## src/rtl/uproc_port_pkg.sv

```systemverilog
`default_nettype none
package uproc_port_pkg;
    localparam int ADDR_W = 10;
    localparam int DATA_W = 8;
    localparam int CHAN_LSB = 8;
    localparam int CHAN_W = 2;
    // access timing, in ns as the host chooses to run it
    localparam int CLK_NS = 5;
    localparam int SETUP_NS = 20;
    localparam int STROBE_NS = 40;
    localparam int HOLD_NS = 20;
    localparam int LATCH_NS = 20;
    // least times round up
    localparam int SETUP_CYC = (SETUP_NS + CLK_NS - 1) / CLK_NS;
    localparam int STROBE_CYC = (STROBE_NS + CLK_NS - 1) / CLK_NS;
    localparam int HOLD_CYC = (HOLD_NS + CLK_NS - 1) / CLK_NS;
    localparam int LATCH_CYC = (LATCH_NS + CLK_NS - 1) / CLK_NS;
    localparam int CNT_W = 8;

    typedef struct packed {
        logic write;
        logic test_space;
        logic [CHAN_W-1:0] channel;
        logic [7:0] reg_addr;
        logic [DATA_W-1:0] wdata;
    } req_t;

    typedef struct packed {
        logic chip_select_n;
        logic read_strobe_n;
        logic write_strobe_n;
        logic ale;
        logic test_space_select;
        logic [ADDR_W-1:0] addr;
        logic [DATA_W-1:0] data_out;
        logic data_oe;
    } pins_t;

    typedef enum logic [2:0] {
        ST_IDLE = 3'b000,
        ST_LATCH = 3'b001,
        ST_SETUP = 3'b011,
        ST_STROBE = 3'b010,
        ST_HOLD = 3'b110
    } state_t;

    typedef struct packed {
        state_t st;
        logic [CNT_W-1:0] cnt;
        req_t req;
        pins_t pins;
        logic [DATA_W-1:0] rdata;
        logic done;
        logic [2:0] irq_sync;
        logic irq;
    } ctl_t;
endpackage
`default_nettype wire
```

## src/rtl/uproc_port_host.sv

```systemverilog
// How it works
// [RQ1] chip select stays low from address setup through strobe and hold of every access.
// [RQ2] while the device reset is held low, chip select is held high.
// [RQ3] in strobe-only use chip select would follow the inverted reset; here it is always driven, so RQ2 applies.
// [RQ4] on a read the device drives the data bus while read strobe and chip select are low; we sample it then.
// [RQ5] the device captures write data on the rising write strobe with chip select low.
// [RQ6] address bits 9:8 pick the channel and bits 7:0 the register in it.
// [RQ7] the test space line high selects test registers, low the normal ones.
// [RQ8] the device resets asynchronously while its reset input is low.
// [RQ9] the device latches the low address while latch enable is low, transparent while high.
// [RQ10] the device pulls the interrupt low while an unmasked source is active.
// [RQ11] the interrupt is open drain and is released once acknowledged by a register access.
// [RQ12] the device keeps the data bus released except during a read.
`default_nettype none
module uproc_port_host
    import uproc_port_pkg::*;
(
    input wire logic clk, // 200 MHz
    input wire logic rst_n, // async, active low
    input wire logic dev_reset_req, // hold device in reset while high
    input wire uproc_port_pkg::req_t req, // access request
    input wire logic req_valid, // request offered
    output logic req_ready, // request taken this cycle
    output logic [uproc_port_pkg::DATA_W-1:0] rdata, // read data
    output logic done, // one-cycle pulse, access finished
    output logic irq, // device interrupt, synchronised
    output uproc_port_pkg::pins_t pins, // bus pins toward device
    output logic async_reset_n, // device reset
    input wire logic [uproc_port_pkg::DATA_W-1:0] data_in, // data bus level
    input wire logic irq_out_n // device interrupt pin level
);
    import uproc_port_pkg::*;

    ctl_t q, d;
    logic rst_dev_q;

    localparam pins_t PINS_IDLE = '{chip_select_n: 1'b1, read_strobe_n: 1'b1, write_strobe_n: 1'b1,
                                    ale: 1'b1, test_space_select: 1'b0, addr: '0, data_out: '0,
                                    data_oe: 1'b0};

    always_comb begin
        d = q;
        d.done = 1'b0;
        // pin is open drain: pulled-up high means no request
        d.irq_sync = {q.irq_sync[1:0], ~irq_out_n};
        if (q.irq_sync[2] == q.irq_sync[1]) begin
            d.irq = q.irq_sync[2]; // [RQ10] [RQ11]
        end
        case (q.st)
            ST_IDLE: begin
                d.pins = PINS_IDLE;
                if (req_valid && !rst_dev_q) begin
                    d.req = req;
                    d.cnt = CNT_W'(LATCH_CYC);
                    d.st = ST_LATCH;
                    d.pins.addr = {req.channel, req.reg_addr}; // [RQ6]
                    d.pins.test_space_select = req.test_space; // [RQ7]
                    d.pins.ale = 1'b1; // [RQ9]
                end
            end
            ST_LATCH: begin
                d.cnt = q.cnt - 1'b1;
                if (q.cnt == CNT_W'(1)) begin
                    d.pins.ale = 1'b0; // [RQ9] address now held by device latch
                    d.pins.chip_select_n = 1'b0; // [RQ1]
                    d.pins.data_oe = q.req.write; // [RQ12]
                    d.pins.data_out = q.req.wdata;
                    d.cnt = CNT_W'(SETUP_CYC);
                    d.st = ST_SETUP;
                end
            end
            ST_SETUP: begin
                d.cnt = q.cnt - 1'b1;
                if (q.cnt == CNT_W'(1)) begin
                    d.pins.read_strobe_n = q.req.write;
                    d.pins.write_strobe_n = ~q.req.write;
                    d.cnt = CNT_W'(STROBE_CYC);
                    d.st = ST_STROBE;
                end
            end
            ST_STROBE: begin
                d.cnt = q.cnt - 1'b1;
                if (q.cnt == CNT_W'(1)) begin
                    // sample at strobe end; bus has settled for the whole strobe
                    if (!q.req.write) begin
                        d.rdata = data_in; // [RQ4]
                    end
                    d.pins.read_strobe_n = 1'b1;
                    d.pins.write_strobe_n = 1'b1; // [RQ5] rising edge captures data
                    d.cnt = CNT_W'(HOLD_CYC);
                    d.st = ST_HOLD;
                end
            end
            ST_HOLD: begin
                d.cnt = q.cnt - 1'b1;
                if (q.cnt == CNT_W'(1)) begin
                    d.pins = PINS_IDLE; // [RQ1] chip select released only after hold
                    d.done = 1'b1;
                    d.st = ST_IDLE;
                end
            end
            default: begin
                d.st = ST_IDLE;
                d.pins = PINS_IDLE;
            end
        endcase
    end

    always_ff @(posedge clk or negedge rst_n) begin
        if (!rst_n) begin
            q <= '{st: ST_IDLE, cnt: '0, req: '0, pins: PINS_IDLE, rdata: '0, done: 1'b0,
                   irq_sync: '0, irq: 1'b0};
            rst_dev_q <= 1'b1;
        end else begin
            q <= d;
            // reset only changes between accesses, never on the edge that takes a request,
            // so chip select is high throughout
            if (q.st == ST_IDLE && !(req_valid && !rst_dev_q)) begin
                rst_dev_q <= dev_reset_req; // [RQ2] [RQ3] [RQ8]
            end
        end
    end

    assign req_ready = (q.st == ST_IDLE) && !rst_dev_q;
    assign rdata = q.rdata;
    assign done = q.done;
    assign irq = q.irq;
    assign pins = q.pins;
    assign async_reset_n = ~rst_dev_q;
endmodule
`default_nettype wire

```

## config.mk

```make
export PLATFORM = sky130hd
export DESIGN_NAME = uproc_port_host
export DESIGN_NICKNAME = d
export VERILOG_FILES = /design/src/rtl/uproc_port_pkg.sv /design/src/rtl/uproc_port_host.sv
export SDC_FILE = /design/constraint.sdc
export NUM_CORES = 1
export LEC_CHECK = 0
export ABC_AREA = 0
export BUFFER_PORTS_ARGS = -buffer_cell sky130_fd_sc_hd__buf_2
export CAP_MARGIN = 20
export CORE_ASPECT_RATIO = 1.2
export CORE_UTILIZATION = 50
export CTS_BUF_LIST = sky130_fd_sc_hd__clkbuf_2 sky130_fd_sc_hd__clkbuf_4 sky130_fd_sc_hd__clkbuf_8
export CTS_CLUSTER_DIAMETER = 150
export DETAILED_ROUTE_END_ITERATION = 8
export GPL_TIMING_DRIVEN = 0
export PLACE_DENSITY = 0.82
export SETUP_SLACK_MARGIN = 0.1
export SYNTH_ARGS = -nofsm -noshare
export SYNTH_HDL_FRONTEND = slang
export SYNTH_SLANG_ARGS = --single-unit
```

## constraint.sdc

```tcl
create_clock -name clk -period 3 [get_ports clk]
set_input_delay 0.15 -clock clk [delete_from_list [all_inputs] [get_ports clk]]
set_output_delay 0.15 -clock clk [all_outputs]
set_load 0.01 [all_outputs]
```

==> flow_summary.yaml <==
synthesis:
  synth_area_leaders: "dfrtp_1, buf_4, a22o_1"
  syn_area_per_cell_um2: 12.0
  async_flop_share: 1.00
  yosysTopAreaCell: "dfrtp_1"
  synth.distinct_cells: 38
  ys_ff_latch: 57
  ys_seq_area_frac: 0.551
  syn-cell-area_um2: 2600
  ys.flop_type: "dfrtp_1"
  synth_nets: 251
  synth_edf_count: 0
  netlist.area_leader.share: 0.510
  netlist_instances: 216
  yosys_warnings: 0
route:
  wl_per_cell_um: 13.7
  wl_met3_um: 191
  drc: 0
  top_layer: "met4"
  initialDrtViolationCount: 78
  wl_met2_um: 2580
  drt_first_pass_iters: 4
  wl_met1_um: 2120
  num_vias: 1882
  via_per_inst: 5.18
  wl_um: 4970
  detail-route-antenna-nets: 0
worst_setup_path:
  endpoint_kind: "flip-flop"
  cp-start-kind: "flip-flop"
  worst_ep_arrival_time_ns: 2.65
  required_ns: 3.23
  worstSetupPathType: "reg2reg"
  critical_path.max_fanout: 10
  reg2reg_from: "q[58]$_DFFE_PN0P_"
  critPathLaunch: "q[58]$_DFFE_PN0P_"
clock_network:
  clk_pin_slew_ns: 0.08
  clk_latency_ns: 0.34
  cts_buffers: 9
  cts_root_buf: "clkbuf_8"
  ctsResizeCount: 0
  clock-sinks: 57
  h-tree-depth: 3
  cts_tree: "done"
  clockBufferDepth: 2
timing:
  rsz0062_at_grt: "no"
  relSlewSlack: 0.451
  finalHoldViolCount: 0
  hold_ws_ns: 0.0178
  min_period_ns: 2.42
  setup_violations: 0
  fin_crit_sh: 0.806
  slew_violations: 0
  tightest_slew_ns: 0.824
  max_clock_freq_ghz: 0.414
  tns_ns: 0
  finClkSkew_ns: 0.0154
pwr:
  max-vdd-ir-drop_uv: 273
  power_density_nw_per_um2: 521
  leakage_nw: 1.65
global_routing:
  antenna_found_initial: 0
  overflow: 0
  grt_pass1_wl_um: 7830
  grtUsageTotal: 0.195
  grt_max_degree: 33
  first_global_vias: 1722
placement:
  placed_area_um2: 3040
  place.gp.congestion: 0.784
  port_buffers: 68
  hpwl_um: 3550
layout:
  syn_to_final_growth_pct: 26.2
  multi_input_area_um2: 848
  final_util: 0.660
  seq_area_um2: 1430
  fillers: 392
  mostFrequentLayoutCell: "buf_2"
  final_cell_mix: "buf_2, dfrtp_1, buf_4"
  n_antenna_cell: 0
  drive_above_1_share: 0.465
  finalInstanceArea_um2: 3280
  finish.net_count: 333
floorplan:
  fp.coreArea_um2: 4970
  die_area_um2: 5490
  die_h_um: 81.0
  core.rowCount: 28
  initial_utilization: 0.523
  boundaryPins: 69
  die_w_um: 67.8
outcome:
  status: "completed"
flow_run:
  cap_violations: 0
hold_path:
  worstHoldStart: "req[19]"
  hold_class: "in2reg"
==> worst paths after layout <==
check	endpoint	slack, ns	cells past startpoint
min in group asynchronous	pins[5]$_DFFE_PN0P_	0.34	2
worst max register to register	pins[14]$_DFFE_PN0P_	0.58	8
worst max-delay path	pins[14]$_DFFE_PN0P_	0.58	8
worst min-delay path	q[56]$_DFFE_PN0P_	0.02	3
max in group asynchronous	pins[22]$_DFFE_PN1P_	2.02	3
worst min register to register	d[3]$_DFF_PN0_	0.35	0
==> cell usage after synthesis, drive strengths merged, types with 2 or more instances <==
master / instances
dfrtp: 53
buf: 36
a22o: 22
mux2: 16
clkbuf: 8
nor2: 8
o21ai: 8
inv: 7
a21oi: 6
dfstp: 4
nand2: 4
o22ai: 4
or3: 4
nand2b: 3
nor3: 3
o22a: 3
a31oi: 2
and3: 2
ha: 2
nand3: 2
nor2b: 2
nor3b: 2
nor4: 2
o211ai: 2
xor2: 2
==> cell families after synthesis <==
| kind of cell | count (synthesis) | share of synthesized area |
|---|---|---|
| buffers and inverters | 51 | 0.123 |
| flip-flops | 57 | 0.551 |
| AND/OR/NAND/NOR | 35 | 0.0760 |
| adder cells (fa/ha/maj) | 3 | 0.0135 |
| multiplexers | 16 | 0.0809 |
| XOR/XNOR | 3 | 0.0101 |
| AO/OA/AOI/OAI | 51 | 0.146 |
==> layout make-up <==
class / instances / share of cell area
buffer: 44 / 0.0896
clock buffer: 9 / 0.0377
clock inverter: 7 / 0.0313
inverter: 7 / 0.00801
multi-input combinational: 108 / 0.258
sequential: 57 / 0.436
tap: 60 / 0.0229
timing repair buffer: 71 / 0.116
==> layer usage <==
metal | track usage | vias to the layer above
li1 | - | 907
met3 | 0.0506 | 9
met2 | 0.321 | 39
met5 | 0 | -
met1 | 0.232 | 927
met4 | 0.102 | 0
==> critical path, stage by stage (launching register included) <==
cell and delay, ns:
dfrtp_1 0.37, inv_1 0.09, ha_1 0.13, or4b_4 0.47, nor2_1 0.14, clkbuf_1 0.36
a21oi_1 0.19, clkbuf_1 0.27, a22o_1 0.30
==> per-stage QoR <==
step,power [mW],setup WS [ns],instances
after floorplan,0.867,0.694,216
after global placement,0.919,0.612,344
after detailed placement,0.926,0.584,345
after CTS,1.73,0.587,363
after global routing,1.77,0.421,363
final,1.71,0.582,363
==> registers in the layout, indices dropped and copies added (netlist names) <==
register   flops
d              2
done           1
irq            1
pins          23
q             21
rdata          8
rst_dev_q      1
==> report_power, final <==
| group | total (mW) | switching, mW | internal, mW | leakage (nW) |
|---|---|---|---|---|
| Combinational | 0.106 | 0.0431 | 0.0630 | 0.839 |
| Clock | 0.800 | 0.326 | 0.474 | 0.110 |
| Sequential | 0.806 | 0.0132 | 0.793 | 0.706 |
==> repair_timing <==
action | 4_1_cts | 5_1_grt
hold endpoints to repair | 25 | 0
hold buffers | 2 | 0
setup buffers | 0 | 0
(Power assumes the default switching activity.)
